**src/pls_defs.svh**
```systemverilog
`ifndef PLS_DEFS_SVH
`define PLS_DEFS_SVH

`define PLS_ADDR_PAR0         8'h00
`define PLS_ADDR_PAR1         8'h04
`define PLS_ADDR_PAR2         8'h08
`define PLS_ADDR_PAR3         8'h0C
`define PLS_ADDR_RATE         8'h10
`define PLS_ADDR_CTRL         8'h14
`define PLS_ADDR_ERRF         8'h18
`define PLS_ADDR_STAT         8'h1C
`define PLS_ADDR_SIZE         8'h20

`define PLS_MODE_PANEL        8'h03
`define PLS_PARITY_EVEN       8'h01
`define PLS_DATA_BITS         8'h08
`define PLS_STOP_BITS         8'h01
`define PLS_END_NONE          8'h00
`define PLS_MON_ALL           8'h0F
`define PLS_RATE_RESET        32'h0000_4B00
`define PLS_RETRY_LAST        3'h5
`define PLS_MAX_TELEGRAM      8'h8A

`define PLS_CMD_WRITE         8'h41
`define PLS_CMD_READ          8'h45
`define PLS_CMD_SPECIAL       8'h53
`define PLS_TCODE_DB          8'h44
`define PLS_TCODE_SPECIAL     8'h00

`define PLS_ERR_CTO_RX        8'h01
`define PLS_ERR_CTO_TX        8'h02
`define PLS_ERR_ACK_TO        8'h03
`define PLS_ERR_NO_START      8'h04
`define PLS_ERR_BAD_LEN       8'h05
`define PLS_ERR_START_GIVEUP  8'h06
`define PLS_ERR_START_NAK     8'h07
`define PLS_ERR_BLOCK_GIVEUP  8'h08
`define PLS_ERR_BLOCK_NAK     8'h09
`define PLS_ERR_NO_END        8'h0A
`define PLS_ERR_FAULTY_TX     8'h0B
`define PLS_ERR_CHAR          8'h0C
`define PLS_ERR_BADACK_START  8'h0D
`define PLS_ERR_BADACK_BLOCK  8'h0E
`define PLS_ERR_NO_BLOCK      8'h14
`define PLS_ERR_WR_BLOCK      8'h15
`define PLS_ERR_WR_TCODE      8'h16
`define PLS_ERR_SPECIAL       8'h17
`define PLS_ERR_RD_BLOCK      8'h18
`define PLS_ERR_RD_TCODE      8'h19
`define PLS_ERR_NOT_RW        8'h1A
`define PLS_ERR_NO_ADDR       8'h1B
`define PLS_ERR_COUNT         8'h1C

`define PLS_RESP_OKAY         2'h0
`define PLS_RESP_SLVERR       2'h2

`endif

```
**src/pls_pkg.sv**
```systemverilog
`default_nettype none
package pls_pkg;

  typedef enum logic [3:0] {
    LK_NONE, LK_CTO_RX, LK_CTO_TX, LK_ACK_TO, LK_NO_START, LK_BAD_LEN,
    LK_START_NAK, LK_BLOCK_NAK, LK_NO_END, LK_FAULTY_TX, LK_CHAR_ERR,
    LK_BADACK_START, LK_BADACK_BLOCK, LK_START_OK, LK_BLOCK_OK
  } pls_link_evt_t;

  typedef struct packed {
    logic       valid;
    logic [7:0] cmd;
    logic [7:0] tcode;
    logic [7:0] block;
    logic [7:0] count;
  } pls_req_t;

  typedef struct packed {
    logic       valid;
    logic       accept;
    logic       is_write;
    logic       special;
    logic       to_handling;
    logic [7:0] count;
    logic [7:0] code;
  } pls_grant_t;

  typedef struct packed {
    logic retry_start;
    logic retry_block;
    logic abandon;
  } pls_link_ctl_t;

  typedef struct packed {
    logic [7:0]  var_block;
    logic [7:0]  hnd_block;
    logic [3:0]  monitor;
    logic [31:0] line_rate;
  } pls_cfg_t;

endpackage : pls_pkg
`default_nettype wire

```
**src/pls_slave.sv**
```systemverilog
// What this block does
// - Requests reach only the variable block and the handling block.
// - First parameter word holds variable block low, handling block high.
// - Mode code 3 in second word low byte selects panel protocol.
// - Line format must be even parity, 8 data, 1 stop, no end char.
// - Monitoring value 15 enables every line supervision check.
// - Line rate comes from the final double-word parameter.
// - Each protocol error is written as a code into a free error byte; with both bytes full it is dropped.
// - A reported error puts the controller into its error state.
// - Codes 1, 2, 3 for receive, send and acknowledge timeouts.
// - Connection setup retried; code 7 per bad ack, code 6 after six.
// - Block send retried; code 9 per bad ack, code 8 after six.
// - Codes 4, 5, 10, 11, 12 for framing and character faults.
// - Codes 13 and 14 for inadmissible ack after start or block.
// - Code 20 when a configured block is missing or empty.
// - Write request: code 21 unknown block, 22 unknown telegram code.
// - Read request: code 24 unknown block, 25 unknown telegram code.
// - Code 23 bad special, 26 neither read nor write, 27 no block.
// - Code 28 when count exceeds block size or 138 bytes.
`include "pls_defs.svh"
`timescale 1ns/1ps
`default_nettype none
module pls_slave
  import pls_pkg::*;
(
  input  wire logic          clock,
  input  wire logic          resetn,
  input  wire logic          s_axi_awvalid,
  output var  logic          s_axi_awready,
  input  wire logic [7:0]    s_axi_awaddr,
  input  wire logic          s_axi_wvalid,
  output var  logic          s_axi_wready,
  input  wire logic [31:0]   s_axi_wdata,
  input  wire logic [3:0]    s_axi_wstrb,
  output var  logic          s_axi_bvalid,
  input  wire logic          s_axi_bready,
  output var  logic [1:0]    s_axi_bresp,
  input  wire logic          s_axi_arvalid,
  output var  logic          s_axi_arready,
  input  wire logic [7:0]    s_axi_araddr,
  output var  logic          s_axi_rvalid,
  input  wire logic          s_axi_rready,
  output var  logic [31:0]   s_axi_rdata,
  output var  logic [1:0]    s_axi_rresp,
  input  wire pls_link_evt_t link_evt,
  input  wire pls_req_t      req,
  output var  pls_grant_t    grant,
  output var  pls_link_ctl_t link_ctl,
  output var  pls_cfg_t      cfg,
  output var  logic          active,
  output var  logic          error_state
);

  logic          rst_meta_q;
  logic          rst_n_q;
  logic [15:0]   par_q [0:3];
  logic [31:0]   rate_q;
  logic          ctrl_act_q;
  logic [15:0]   size_q;
  logic [7:0]    e1_q;
  logic [7:0]    e2_q;
  logic [7:0]    e1_d;
  logic [7:0]    e2_d;
  logic [2:0]    st_cnt_q;
  logic [2:0]    st_cnt_d;
  logic [2:0]    bl_cnt_q;
  logic [2:0]    bl_cnt_d;
  logic [7:0]    lk_code;
  logic [7:0]    rq_code;
  pls_link_ctl_t ctl_d;
  logic [7:0]    aw_addr_q;
  logic [31:0]   w_data_q;
  logic [3:0]    w_strb_q;
  logic          do_write;
  logic          wr_err;
  logic          clr1;
  logic          clr2;
  logic          cfg_ok;
  logic [31:0]   rd_data;
  logic          rd_err;

  function automatic logic [31:0] merge(input logic [31:0] old,
                                        input logic [31:0] data,
                                        input logic [3:0]  strb);
    logic [31:0] res;
    res = old;
    for (int i = 0; i < 4; i++)
    begin
      if (strb[i])
      begin
        res[8*i +: 8] = data[8*i +: 8];
      end
    end
    return res;
  endfunction : merge

  function automatic logic [7:0] check_req(input pls_req_t   r,
                                           input logic [7:0] vb,
                                           input logic [7:0] hb,
                                           input logic [7:0] vs,
                                           input logic [7:0] hs);
    logic       wr;
    logic [7:0] sz;
    wr = (r.cmd == `PLS_CMD_WRITE);
    sz = (r.block == hb) ? hs : vs;
    if (r.cmd == `PLS_CMD_SPECIAL)
    begin
      return (r.tcode == `PLS_TCODE_SPECIAL) ? 8'h00 : `PLS_ERR_SPECIAL;
    end
    else if (!wr && r.cmd != `PLS_CMD_READ)
    begin
      return `PLS_ERR_NOT_RW;
    end
    else if (r.block == 8'h00)
    begin
      return `PLS_ERR_NO_ADDR;
    end
    else if (r.block != vb && r.block != hb)
    begin
      return wr ? `PLS_ERR_WR_BLOCK : `PLS_ERR_RD_BLOCK;
    end
    else if (r.tcode != `PLS_TCODE_DB)
    begin
      return wr ? `PLS_ERR_WR_TCODE : `PLS_ERR_RD_TCODE;
    end
    else if (sz == 8'h00)
    begin
      return `PLS_ERR_NO_BLOCK;
    end
    else if (r.count > sz || r.count > `PLS_MAX_TELEGRAM)
    begin
      return `PLS_ERR_COUNT;
    end
    return 8'h00;
  endfunction : check_req

  // The release is synchronised so every flop leaves reset on one edge.
  always_ff @(posedge clock or negedge resetn)
  begin
    if (!resetn)
    begin
      rst_meta_q <= 1'b0;
      rst_n_q    <= 1'b0;
    end
    else
    begin
      rst_meta_q <= 1'b1;
      rst_n_q    <= rst_meta_q;
    end
  end

  assign do_write = !s_axi_awready && !s_axi_wready && !s_axi_bvalid;
  assign clr1 = do_write && aw_addr_q == `PLS_ADDR_ERRF && w_strb_q[0] &&
                w_data_q[7:0] == 8'h00;
  assign clr2 = do_write && aw_addr_q == `PLS_ADDR_ERRF && w_strb_q[1] &&
                w_data_q[15:8] == 8'h00;

  always_ff @(posedge clock or negedge rst_n_q)
  begin
    if (!rst_n_q)
    begin
      s_axi_awready <= 1'b1;
      s_axi_wready  <= 1'b1;
      s_axi_bvalid  <= 1'b0;
      s_axi_bresp   <= `PLS_RESP_OKAY;
      aw_addr_q     <= 8'h00;
      w_data_q      <= 32'h0000_0000;
      w_strb_q      <= 4'h0;
    end
    else
    begin
      if (s_axi_awvalid && s_axi_awready)
      begin
        s_axi_awready <= 1'b0;
        aw_addr_q     <= s_axi_awaddr;
      end
      else if (do_write)
      begin
        s_axi_awready <= 1'b1;
      end
      if (s_axi_wvalid && s_axi_wready)
      begin
        s_axi_wready <= 1'b0;
        w_data_q     <= s_axi_wdata;
        w_strb_q     <= s_axi_wstrb;
      end
      else if (do_write)
      begin
        s_axi_wready <= 1'b1;
      end
      if (do_write)
      begin
        s_axi_bvalid <= 1'b1;
        s_axi_bresp  <= wr_err ? `PLS_RESP_SLVERR : `PLS_RESP_OKAY;
      end
      else if (s_axi_bready)
      begin
        s_axi_bvalid <= 1'b0;
      end
    end
  end

  always_comb
  begin
    wr_err = 1'b0;
    if (aw_addr_q > `PLS_ADDR_SIZE || aw_addr_q[1:0] != 2'h0 ||
        aw_addr_q == `PLS_ADDR_STAT)
    begin
      wr_err = 1'b1;
    end
  end

  // Parameter words take writes at any time; active and cfg follow them one cycle later.
  always_ff @(posedge clock or negedge rst_n_q)
  begin
    if (!rst_n_q)
    begin
      for (int i = 0; i < 4; i++)
      begin
        par_q[i] <= 16'h0000;
      end
      rate_q     <= `PLS_RATE_RESET;
      ctrl_act_q <= 1'b0;
      size_q     <= 16'h0000;
    end
    else if (do_write && !wr_err)
    begin
      if (aw_addr_q < `PLS_ADDR_RATE)
      begin
        par_q[aw_addr_q[3:2]] <= 16'(merge({16'h0000, par_q[aw_addr_q[3:2]]},
                                           w_data_q, w_strb_q));
      end
      else if (aw_addr_q == `PLS_ADDR_RATE)
      begin
        rate_q <= merge(rate_q, w_data_q, w_strb_q);
      end
      else if (aw_addr_q == `PLS_ADDR_CTRL)
      begin
        if (w_strb_q[0])
        begin
          ctrl_act_q <= w_data_q[0];
        end
      end
      else if (aw_addr_q == `PLS_ADDR_SIZE)
      begin
        size_q <= 16'(merge({16'h0000, size_q}, w_data_q, w_strb_q));
      end
    end
  end

  assign cfg_ok = par_q[1][15:8] == `PLS_PARITY_EVEN &&
                  par_q[2][7:0] == `PLS_DATA_BITS &&
                  par_q[2][15:8] == `PLS_STOP_BITS &&
                  par_q[3][7:0] == `PLS_END_NONE;

  always_ff @(posedge clock or negedge rst_n_q)
  begin
    if (!rst_n_q)
    begin
      active <= 1'b0;
      cfg    <= '0;
    end
    else
    begin
      active <= ctrl_act_q && par_q[1][7:0] == `PLS_MODE_PANEL && cfg_ok;
      cfg.var_block <= par_q[0][7:0];
      cfg.hnd_block <= par_q[0][15:8];
      cfg.monitor   <= par_q[3][11:8];
      cfg.line_rate <= rate_q;
    end
  end

  // Timeouts need the receiver check; character faults need any other.
  always_comb
  begin
    lk_code  = 8'h00;
    st_cnt_d = st_cnt_q;
    bl_cnt_d = bl_cnt_q;
    ctl_d    = '0;
    if (active)
    begin
      case (link_evt)
        LK_CTO_RX:       lk_code = cfg.monitor[0] ? `PLS_ERR_CTO_RX : 8'h00;
        LK_CTO_TX:       lk_code = cfg.monitor[0] ? `PLS_ERR_CTO_TX : 8'h00;
        LK_ACK_TO:       lk_code = cfg.monitor[0] ? `PLS_ERR_ACK_TO : 8'h00;
        LK_NO_START:     lk_code = `PLS_ERR_NO_START;
        LK_BAD_LEN:      lk_code = `PLS_ERR_BAD_LEN;
        LK_NO_END:       lk_code = `PLS_ERR_NO_END;
        LK_FAULTY_TX:    lk_code = `PLS_ERR_FAULTY_TX;
        LK_CHAR_ERR:     lk_code = |cfg.monitor[3:1] ? `PLS_ERR_CHAR : 8'h00;
        LK_BADACK_START: lk_code = `PLS_ERR_BADACK_START;
        LK_BADACK_BLOCK: lk_code = `PLS_ERR_BADACK_BLOCK;
        LK_START_NAK:
        begin
          if (st_cnt_q == `PLS_RETRY_LAST)
          begin
            lk_code       = `PLS_ERR_START_GIVEUP;
            st_cnt_d      = 3'h0;
            ctl_d.abandon = 1'b1;
          end
          else
          begin
            lk_code           = `PLS_ERR_START_NAK;
            st_cnt_d          = st_cnt_q + 3'h1;
            ctl_d.retry_start = 1'b1;
          end
        end
        LK_BLOCK_NAK:
        begin
          if (bl_cnt_q == `PLS_RETRY_LAST)
          begin
            lk_code       = `PLS_ERR_BLOCK_GIVEUP;
            bl_cnt_d      = 3'h0;
            ctl_d.abandon = 1'b1;
          end
          else
          begin
            lk_code           = `PLS_ERR_BLOCK_NAK;
            bl_cnt_d          = bl_cnt_q + 3'h1;
            ctl_d.retry_block = 1'b1;
          end
        end
        LK_START_OK:     st_cnt_d = 3'h0;
        LK_BLOCK_OK:     bl_cnt_d = 3'h0;
        default:         lk_code = 8'h00;
      endcase
    end
  end

  assign rq_code = (active && req.valid) ?
                   check_req(req, cfg.var_block, cfg.hnd_block,
                             size_q[7:0], size_q[15:8]) : 8'h00;

  // A clear and a new code in one cycle keep the code; a third code
  // arriving while both bytes are occupied is dropped.
  always_comb
  begin
    e1_d = clr1 ? 8'h00 : e1_q;
    e2_d = clr2 ? 8'h00 : e2_q;
    if (lk_code != 8'h00)
    begin
      if (e1_d == 8'h00)
      begin
        e1_d = lk_code;
      end
      else if (e2_d == 8'h00)
      begin
        e2_d = lk_code;
      end
    end
    if (rq_code != 8'h00)
    begin
      if (e1_d == 8'h00)
      begin
        e1_d = rq_code;
      end
      else if (e2_d == 8'h00)
      begin
        e2_d = rq_code;
      end
    end
  end

  always_ff @(posedge clock or negedge rst_n_q)
  begin
    if (!rst_n_q)
    begin
      e1_q        <= 8'h00;
      e2_q        <= 8'h00;
      st_cnt_q    <= 3'h0;
      bl_cnt_q    <= 3'h0;
      link_ctl    <= '0;
      error_state <= 1'b0;
    end
    else
    begin
      e1_q        <= e1_d;
      e2_q        <= e2_d;
      st_cnt_q    <= st_cnt_d;
      bl_cnt_q    <= bl_cnt_d;
      link_ctl    <= ctl_d;
      error_state <= active && (e1_q != 8'h00 || e2_q != 8'h00);
    end
  end

  always_ff @(posedge clock or negedge rst_n_q)
  begin
    if (!rst_n_q)
    begin
      grant <= '0;
    end
    else
    begin
      grant.valid       <= active && req.valid;
      grant.accept      <= active && req.valid && rq_code == 8'h00;
      grant.is_write    <= req.cmd == `PLS_CMD_WRITE;
      grant.special     <= req.cmd == `PLS_CMD_SPECIAL;
      grant.to_handling <= req.block == cfg.hnd_block;
      grant.count       <= req.count;
      grant.code        <= rq_code;
    end
  end

  always_comb
  begin
    rd_data = 32'h0000_0000;
    rd_err  = 1'b0;
    if (s_axi_araddr[1:0] != 2'h0)
    begin
      rd_err = 1'b1;
    end
    else if (s_axi_araddr < `PLS_ADDR_RATE)
    begin
      rd_data = {16'h0000, par_q[s_axi_araddr[3:2]]};
    end
    else if (s_axi_araddr == `PLS_ADDR_RATE)
    begin
      rd_data = rate_q;
    end
    else if (s_axi_araddr == `PLS_ADDR_CTRL)
    begin
      rd_data = {31'h0000_0000, ctrl_act_q};
    end
    else if (s_axi_araddr == `PLS_ADDR_ERRF)
    begin
      rd_data = {16'h0000, e2_q, e1_q};
    end
    else if (s_axi_araddr == `PLS_ADDR_STAT)
    begin
      rd_data = {22'h00_0000, bl_cnt_q, st_cnt_q, 1'b0, cfg_ok, error_state,
                 active};
    end
    else if (s_axi_araddr == `PLS_ADDR_SIZE)
    begin
      rd_data = {16'h0000, size_q};
    end
    else
    begin
      rd_err = 1'b1;
    end
  end

  always_ff @(posedge clock or negedge rst_n_q)
  begin
    if (!rst_n_q)
    begin
      s_axi_arready <= 1'b1;
      s_axi_rvalid  <= 1'b0;
      s_axi_rdata   <= 32'h0000_0000;
      s_axi_rresp   <= `PLS_RESP_OKAY;
    end
    else if (s_axi_arvalid && s_axi_arready)
    begin
      s_axi_arready <= 1'b0;
      s_axi_rvalid  <= 1'b1;
      s_axi_rdata   <= rd_data;
      s_axi_rresp   <= rd_err ? `PLS_RESP_SLVERR : `PLS_RESP_OKAY;
    end
    else if (s_axi_rvalid && s_axi_rready)
    begin
      s_axi_rvalid  <= 1'b0;
      s_axi_arready <= 1'b1;
    end
  end

  property p_code_held;
    @(posedge clock) disable iff (!rst_n_q)
    (e1_q != 8'h00 && !clr1) |=> e1_q == $past(e1_q);
  endproperty
  a_code_held: assert property (p_code_held)
    else $error("error byte changed without a clear");

  property p_clear;
    @(posedge clock) disable iff (!rst_n_q)
    (clr1 && lk_code == 8'h00 && rq_code == 8'h00) |=> e1_q == 8'h00;
  endproperty
  a_clear: assert property (p_clear)
    else $error("zero write did not clear the first error byte");

  property p_err_state;
    @(posedge clock) disable iff (!rst_n_q)
    (active && e2_q != 8'h00) |=> error_state;
  endproperty
  a_err_state: assert property (p_err_state)
    else $error("error state missing while a code is held");

  property p_rx_timeout;
    @(posedge clock) disable iff (!rst_n_q)
    (active && cfg.monitor[0] && link_evt == LK_CTO_RX && e1_q == 8'h00)
      |=> e1_q == `PLS_ERR_CTO_RX;
  endproperty
  a_rx_timeout: assert property (p_rx_timeout)
    else $error("receive timeout not reported as code 1");

  property p_start_giveup;
    @(posedge clock) disable iff (!rst_n_q)
    (active && link_evt == LK_START_NAK && st_cnt_q == 3'h5 &&
     e1_q == 8'h00 && !clr1) |=> e1_q == `PLS_ERR_START_GIVEUP &&
     link_ctl.abandon && st_cnt_q == 3'h0;
  endproperty
  a_start_giveup: assert property (p_start_giveup)
    else $error("sixth bad start ack not reported as code 6");

  property p_block_retry;
    @(posedge clock) disable iff (!rst_n_q)
    (active && link_evt == LK_BLOCK_NAK && bl_cnt_q < 3'h5)
      |=> link_ctl.retry_block && bl_cnt_q == $past(bl_cnt_q) + 3'h1;
  endproperty
  a_block_retry: assert property (p_block_retry)
    else $error("bad block ack did not cause a retry");

  property p_only_two;
    @(posedge clock) disable iff (!rst_n_q)
    (grant.accept && !grant.special) |->
      $past(req.block) == $past(cfg.var_block) ||
      $past(req.block) == $past(cfg.hnd_block);
  endproperty
  a_only_two: assert property (p_only_two)
    else $error("access granted to a foreign block");

  property p_count;
    @(posedge clock) disable iff (!rst_n_q)
    grant.accept |-> grant.count <= 8'h8A;
  endproperty
  a_count: assert property (p_count)
    else $error("telegram above 138 bytes was granted");

  property p_mode;
    @(posedge clock) disable iff (!rst_n_q)
    active |-> $past(par_q[1][7:0]) == 8'h03 && $past(cfg_ok);
  endproperty
  a_mode: assert property (p_mode)
    else $error("active without panel mode and line format");

endmodule : pls_slave
`default_nettype wire

```
**config.mk**
```make
export PLATFORM = sky130hd
export DESIGN_NAME = pls_slave
export DESIGN_NICKNAME = d
export VERILOG_FILES = /design/src/pls_pkg.sv /design/src/pls_slave.sv
export VERILOG_INCLUDE_DIRS = /design/src
export SDC_FILE = /design/constraint.sdc
export NUM_CORES = 1
export LEC_CHECK = 0
export BUFFER_PORTS_ARGS = -buffer_cell sky130_fd_sc_hd__buf_2
export CORE_ASPECT_RATIO = 2
export CORE_UTILIZATION = 56
export CTS_CLUSTER_DIAMETER = 30
export CTS_CLUSTER_SIZE = 40
export DETAILED_ROUTE_END_ITERATION = 8
export GPL_ROUTABILITY_DRIVEN = 1
export GPL_TIMING_DRIVEN = 0
export PLACE_DENSITY = 0.8
export SLEW_MARGIN = 20
export SYNTH_ARGS = -nofsm -noshare
export SYNTH_HDL_FRONTEND = slang
export SYNTH_SLANG_ARGS = --single-unit
```
**constraint.sdc**
```tcl
create_clock -name clock -period 10.6 [get_ports clock]
set_clock_uncertainty 0.2 [all_clocks]
set_input_delay 2.12 -clock clock [delete_from_list [all_inputs] [get_ports clock]]
set_output_delay 2.12 -clock clock [all_outputs]
set_load 0.05 [all_outputs]
```
After elaboration in Yosys (flattened, before gate mapping)
Cells that the tools add are included. Widths: inputs -> output; s select.

Register bits after elaboration: 300. Logic and storage cells: 255.

$add $sub $neg: 2. $lt $le $gt $ge: 8. Eq/ne operators: 37. Multiplexer cells: 93. Bitwise operators: 5. Reduce and logical (&&, ||, !) cells: 66.

Operators with widths (count): $mux 8 (28); $mux 16 (9); $mux 32 (3); $logic_not 8->1 (11); $bmux 16 s2 (2); $bwmux 64 (1); $eq 8x5->1 const B (8); $pmux 4 s12 (1); $mux 1 (33); $demux 16 s2 (1); $reduce_bool 8->1 (4); $eq 4x4->1 const B (7); $logic_and 1x1->1 (23); $eq 4x3->1 const B (4); $eq 8x1->1 const B (2); $eq 8x6->1 const B (2); $eq 8x7->1 const B (2); $lt 8x5->1 const B (2); $mux 4 (4); $ne 8x7->1 const B (2); $ne 8x8->1 (2); $reduce_and 4->1 (4); $reduce_bool 2->1 (8); $pmux 3 s2 (2); 24 further kinds (46).

Logic depth before layout (Yosys ltp)
Depth after elaboration: 16. Depth in mapped cells: 13. Depth with buffers taken out: 12.

Worst setup path before layout
OpenSTA, ideal clock, no wires.

Kind: input port to flip-flop. Start: input req[10] (netlist bit). End: register e1_q[4]. Setup time: 0.134 ns. Data arrival time: 4.514 ns. Data required time: 10.266 ns. Path slack: 5.752 ns. Stages on the path: 13. Buffers on the path: 1. Cells stage by stage: xnor2_1 nand4_1 nor2_1 buf_1 mux2i_1 ha_1 nor2b_1 o211ai_1 a21oi_1 o32ai_1 nand4_1 nand3b_1 o21ai_0.

Longest elaborated chain between the ends: 15. Elaborated cells between the ends (all ways): 27. Those cells by class: order compare: 1; eq/ne: 3; mux: 18; reduce/logical: 5.

RTL lines: from (decl) (RTL line pls_slave.sv:46) `input wire pls_req_t req,`; $eq 8x8->1 (RTL line pls_slave.sv:105) `sz = (r.block == hb) ? hs : vs;`; $mux 8 (RTL line pls_slave.sv:105); $gt 8x8->1 (RTL line pls_slave.sv:130) `` else if (r.count > sz || r.count > `PLS_MAX_TELEGRAM) ``; $logic_or 1x1->1 (no line); $mux 1 (RTL line pls_slave.sv:130); $mux 1 (RTL line pls_slave.sv:126) `else if (sz == 8'h00)`; $mux 1 (RTL line pls_slave.sv:122) `` else if (r.tcode != `PLS_TCODE_DB) ``; $mux 1 (RTL line pls_slave.sv:118) `else if (r.block != vb && r.block != hb)`; $mux 1 (RTL line pls_slave.sv:114) `else if (r.block == 8'h00)`; $mux 1 (RTL line pls_slave.sv:110) `` else if (!wr && r.cmd != `PLS_CMD_READ) ``; $mux 1 (RTL line pls_slave.sv:106) `` if (r.cmd == `PLS_CMD_SPECIAL) ``; $mux 8 * (RTL line pls_slave.sv:134) `return 8'h00;`; $mux 8 * (RTL line pls_slave.sv:330) `assign rq_code = (active && req.valid) ?`; $reduce_bool 8->1 or $mux 8 (tied branches) (RTL line pls_slave.sv:351, pls_slave.sv:353); $mux 8 * (RTL line pls_slave.sv:351) `if (rq_code != 8'h00)`; net e1_d[4] (RTL line pls_slave.sv:62) `logic [7:0] e1_d;`; to (signal assigned) (RTL line pls_slave.sv:368) `e1_q <= 8'h00;`; to (signal assigned) (RTL line pls_slave.sv:377) `e1_q <= e1_d;`; to (decl) (RTL line pls_slave.sv:60) `logic [7:0] e1_q;`.

The timed path passes the listed nets; every way through them passes the cells marked *. A chain may end at the register's enable or synchronous reset.

Final worst setup path
Start: input req[11] (netlist bit). End: register e1_q[4].

Same word-level chain as after synthesis.

==> insert_results.sql <==
INSERT INTO impl_metrics (metric_group, metric, value, unit) VALUES
('power', 'pwr-share-clk', '32.8', '%'),
('clock_network', 'cts-resized-gates', '0', ''),
('logic_synthesis', 'synth_area_per_cell', '12.6', 'µm²'),
('die', 'boundaryPins', '215', ''),
('logic_synthesis', 'seq_area_frac_synth', '58.0', '%'),
('clock_network', 'tritoncts', 'built', ''),
('clock_network', 'cts_sinks', '295', ''),
('logic_synthesis', 'synth_edf_count', '0', ''),
('route', 'detail_route.drc_violations', '0', ''),
('timing', 'fmax', '162', 'MHz'),
('clock_network', 'htree_num_levels', '2', ''),
('worst_hold_path', 'hold_path_class', 'reg -> async', ''),
('power', 'total_power', '3.66', 'mW'),
('timing', 'relSlewSlack', '26.0', '%'),
('global_route', 'grt_first_pass_wirelength', '58600', 'µm'),
('job', 'timing.max_cap.violations', '0', ''),
('timing', 'rsz0062_at_grt', 'false', ''),
('timing', 'hold_violations', '0', ''),
('finish', 'register_area', '7390', 'µm²'),
('route', 'route.antenna.remaining_nets', '0', ''),
('route', 'drt-pass1-iter-count', '5', ''),
('logic_synthesis', 'postSynthRegisterBits', '295', ''),
('timing', 'fin_crit_period', '6.16', 'ns'),
('die', 'die_h', '215', 'µm'),
('worst_setup_path', 'reg2reg_slack', '5.77', 'ns'),
('power', 'ir_worst_vdd', '225', 'µV'),
('timing', 'timing_worst_slew_pin_value', '1.11', 'ns'),
('power', 'p_sw', '1.30', 'mW'),
('worst_setup_path', 'startpoint_type', 'input pin', ''),
('logic_synthesis', 'yosys_warnings', '0', ''),
('finish', 'multi_input_comb_area', '5080', 'µm²'),
('route', 'detail_route.wl_per_cell', '24.5', 'µm'),
('global_route', 'number_of_antenna_violations_at_the_first_check_in_global_routing', '4', ''),
('die', 'fp.coreArea', '22300', 'µm²'),
('logic_synthesis', 'synth_top_area_cell', 'sky130_fd_sc_hd__dfrtp_1', ''),
('clock_network', 'number_of_clock_buffers_inserted_by_tritoncts', '35', ''),
('placement', 'gpl.final_weighted_congestion', '1.01', ''),
('placement', 'placement.io_buffers', '206', ''),
('global_route', 'maximum_number_of_pins_on_one_net_before_global_route_repair', '63', ''),
('logic_synthesis', 'ys_top_cells_by_area', 'sky130_fd_sc_hd__dfrtp_1 (57%), sky130_fd_sc_hd__mux2_2 (8.4%), sky130_fd_sc_hd__mux4_2 (5.7%)', ''),
('worst_setup_path', 'rr_worst_depth', '13', ''),
('worst_setup_path', 'critical_setup_path_class', 'in -> reg', ''),
('worst_setup_path', 'timing.critical_path.fanout_max', '10', ''),
('power', 'power_density', '236', 'nW/µm²'),
('finish', 'filler_cell_count', '1553', ''),
('timing', 'final.period_utilization', '58.1', '%'),
('route', 'wirelength', '38400', 'µm'),
('timing', 'final.setup.tns', '0', 'ns'),
('clock_network', 'cts_root_buf', 'sky130_fd_sc_hd__clkbuf_16', ''),
('worst_setup_path', 'worstPathRequired', '10.78', 'ns'),
('run_status', 'result_of_the_run', 'completed', ''),
('power', 'internal-power', '2.36', 'mW'),
('route', 'drt_first_iter_violations', '621', ''),
('timing', 'hold_ws', '0.0182', 'ns'),
('route', 'route.detailed.vias_per_inst', '6.25', ''),
('logic_synthesis', 'postSynthCellCount', '1012', ''),
('global_route', 'first_global_vias', '10300', ''),
('logic_synthesis', 'area_share_of_the_leading_cell_type_in_the_synthesized_netlist', '56.5', '%'),
('clock_network', 'cts_post_setup_buffers_inserted', '0', ''),
('finish', 'area_growth_syn_to_layout', '21.5', '%'),
('finish', 'final_layout_size_suffix_gt1_share', '34.3', '%'),
('logic_synthesis', 'synth_cell_types', '67', ''),
('power', 'swShare', '35.5', '%'),
('logic_synthesis', 'synth_async_sr_flop_share', '100', '%'),
('clock_network', 'clkLatencyLatePin', '0.54', 'ns'),
('power', 'reg_power_share', '43.5', '%'),
('die', 'starting_density', '57.3', '%'),
('logic_synthesis', 'syn-cell-area', '12700', 'µm²'),
('worst_setup_path', 'worst_ep_arrival_time', '6.34', 'ns'),
('route', 'detailroute.via_count', '9796', ''),
('clock_network', 'cts.clk_slew.worst_paths', '0.06', 'ns');
## worst max-delay path, stage by stage
cell,delay [ns]
sky130_fd_sc_hd__buf_2,0.12
sky130_fd_sc_hd__xnor2_1,0.16
sky130_fd_sc_hd__nand4_1,0.15
sky130_fd_sc_hd__nor2_1,0.24
sky130_fd_sc_hd__buf_1,0.65
sky130_fd_sc_hd__mux2i_1,0.35
sky130_fd_sc_hd__ha_1,0.29
sky130_fd_sc_hd__nor2b_1,0.14
sky130_fd_sc_hd__o211ai_1,0.15
sky130_fd_sc_hd__a21oi_1,0.09
sky130_fd_sc_hd__o32ai_1,0.90
sky130_fd_sc_hd__nand4_1,0.38
sky130_fd_sc_hd__nand3b_1,0.43
sky130_fd_sc_hd__o21ai_0,0.16
## synth_stat cells, types with 5 or more instances
library cell and instances:
sky130_fd_sc_hd__nor4_1 19, sky130_fd_sc_hd__a21oi_1 90, sky130_fd_sc_hd__nand2_1 32, sky130_fd_sc_hd__nor2_1 97, sky130_fd_sc_hd__xor2_1 8, sky130_fd_sc_hd__and3_1 5
sky130_fd_sc_hd__a22oi_1 13, sky130_fd_sc_hd__and2_1 9, sky130_fd_sc_hd__inv_1 13, sky130_fd_sc_hd__nor3_1 15, sky130_fd_sc_hd__dfrtp_1 288, sky130_fd_sc_hd__nor4b_1 5
sky130_fd_sc_hd__o21ai_0 41, sky130_fd_sc_hd__a31oi_1 5, sky130_fd_sc_hd__mux2_2 95, sky130_fd_sc_hd__mux2i_1 26, sky130_fd_sc_hd__buf_1 6, sky130_fd_sc_hd__nand4_1 9
sky130_fd_sc_hd__dfstp_2 7, sky130_fd_sc_hd__ha_1 8, sky130_fd_sc_hd__nand3_1 13, sky130_fd_sc_hd__mux4_2 32, sky130_fd_sc_hd__buf_2 11, sky130_fd_sc_hd__or4_1 9
sky130_fd_sc_hd__xnor2_1 8, sky130_fd_sc_hd__nand3_2 5, sky130_fd_sc_hd__a22o_1 26, sky130_fd_sc_hd__a221o_1 9, sky130_fd_sc_hd__o31ai_1 6, sky130_fd_sc_hd__clkbuf_1 35
sky130_fd_sc_hd__buf_4 5
## power groups by stage
stage	registers, mW	logic (mW)	clock network [mW]
floorplan	1.63	0.495	0
global placement	1.60	0.807	0
detailed placement	1.59	0.858	0
CTS	1.57	0.866	1.21
global route	1.60	0.924	1.26
finish	1.59	0.869	1.20
## cell usage in the layout (no fill, tap or decap), types with 6 or more instances in the layout
cell type / netlist / final
sky130_fd_sc_hd__conb_1: 2 / 6
sky130_fd_sc_hd__o21ai_0: 41 / 41
sky130_fd_sc_hd__nand4_1: 9 / 9
sky130_fd_sc_hd__nand3_1: 13 / 13
sky130_fd_sc_hd__buf_2: 11 / 217
sky130_fd_sc_hd__nor4_1: 19 / 18
sky130_fd_sc_hd__a22oi_1: 13 / 13
sky130_fd_sc_hd__mux2_2: 95 / 95
sky130_fd_sc_hd__nand2_1: 32 / 32
sky130_fd_sc_hd__inv_1: 13 / 13
sky130_fd_sc_hd__and2_1: 9 / 9
sky130_fd_sc_hd__mux2i_1: 26 / 26
sky130_fd_sc_hd__clkbuf_16: 0 / 35
sky130_fd_sc_hd__clkbuf_1: 35 / 36
sky130_fd_sc_hd__xor2_1: 8 / 8
sky130_fd_sc_hd__nor3_1: 15 / 15
sky130_fd_sc_hd__dfstp_2: 7 / 7
sky130_fd_sc_hd__clkinv_8: 0 / 6
sky130_fd_sc_hd__a21oi_1: 90 / 90
sky130_fd_sc_hd__or4_1: 9 / 9
sky130_fd_sc_hd__mux4_2: 32 / 32
sky130_fd_sc_hd__a221o_1: 9 / 9
sky130_fd_sc_hd__dfrtp_1: 288 / 287
sky130_fd_sc_hd__o31ai_1: 6 / 6
sky130_fd_sc_hd__nor2_1: 97 / 97
sky130_fd_sc_hd__ha_1: 8 / 8
sky130_fd_sc_hd__xnor2_1: 8 / 8
sky130_fd_sc_hd__a22o_1: 26 / 26
sky130_fd_sc_hd__buf_1: 6 / 6
## per-stage QoR
stage	setup slack (ns)	area (µm²)	std cells	util (%)
after floorplan	1.58	12800	1016	-
after global placement	-1.09	14100	1498	63.5
after detailed placement	4.26	14300	1503	64.2
after CTS	4.78	15500	1565	69.5
after global routing	4.22	15500	1567	69.6
final	4.44	15500	1568	69.6
## per-layer routing
metal  wire length, µm  vias up  global-route usage (%)
li1                  -     4256                       -
met1             11700     4837                    33.9
met2             20500      501                    60.3
met3              2440      198                    7.31
met4              3700        4                    27.7
met5                20        -                       0
## state kept, by name, indices dropped and copies added, names as in the netlist, 3 cells and up
| register | count |
|---|---|
| aw_addr_q | 8 |
| rate_q | 32 |
| link_ctl | 3 |
| grant | 18 |
| cfg | 52 |
| bl_cnt_q | 3 |
| size_q | 16 |
| par_q | 64 |
| w_data_q | 32 |
| e1_q | 8 |
| s_axi_rdata | 32 |
| st_cnt_q | 3 |
| w_strb_q | 4 |
| e2_q | 8 |
## worst paths after layout
check / startpoint / endpoint
max in group asynchronous: resetn / rst_n_q
worst max register to register: cfg[40] / e1_q[4]
worst min register to register: rst_n_q / w_data_q[0]
worst max-delay path: req[11] / e1_q[4]
worst min-delay path: rst_n_q / w_data_q[0]
min in group clock: rst_meta_q / rst_n_q
## cells by family after synthesis
logic type,count (synthesis),synth area share (%)
compound gates,215,10.9
xor+xnor,16,1.10
fa+ha+maj,8,0.785
buf+inv,70,2.32
flops,295,58.0
mux,155,16.3
other cells,2,0.0589
simple gates,251,10.6
## area by class of cell
cell class                 instances  share of cell area (%)
sequential                       295                    47.8
multi-input combinational        651                    32.8
timing repair buffer             211                    7.55
clock buffer                      40                    6.04
tap                              276                    2.23
clock inverter                    22                    1.65
buffer                            57                    1.59
inverter                          13                   0.315
antenna                            3                  0.0485
No activity file was read; power rests on OpenSTA's default activity.
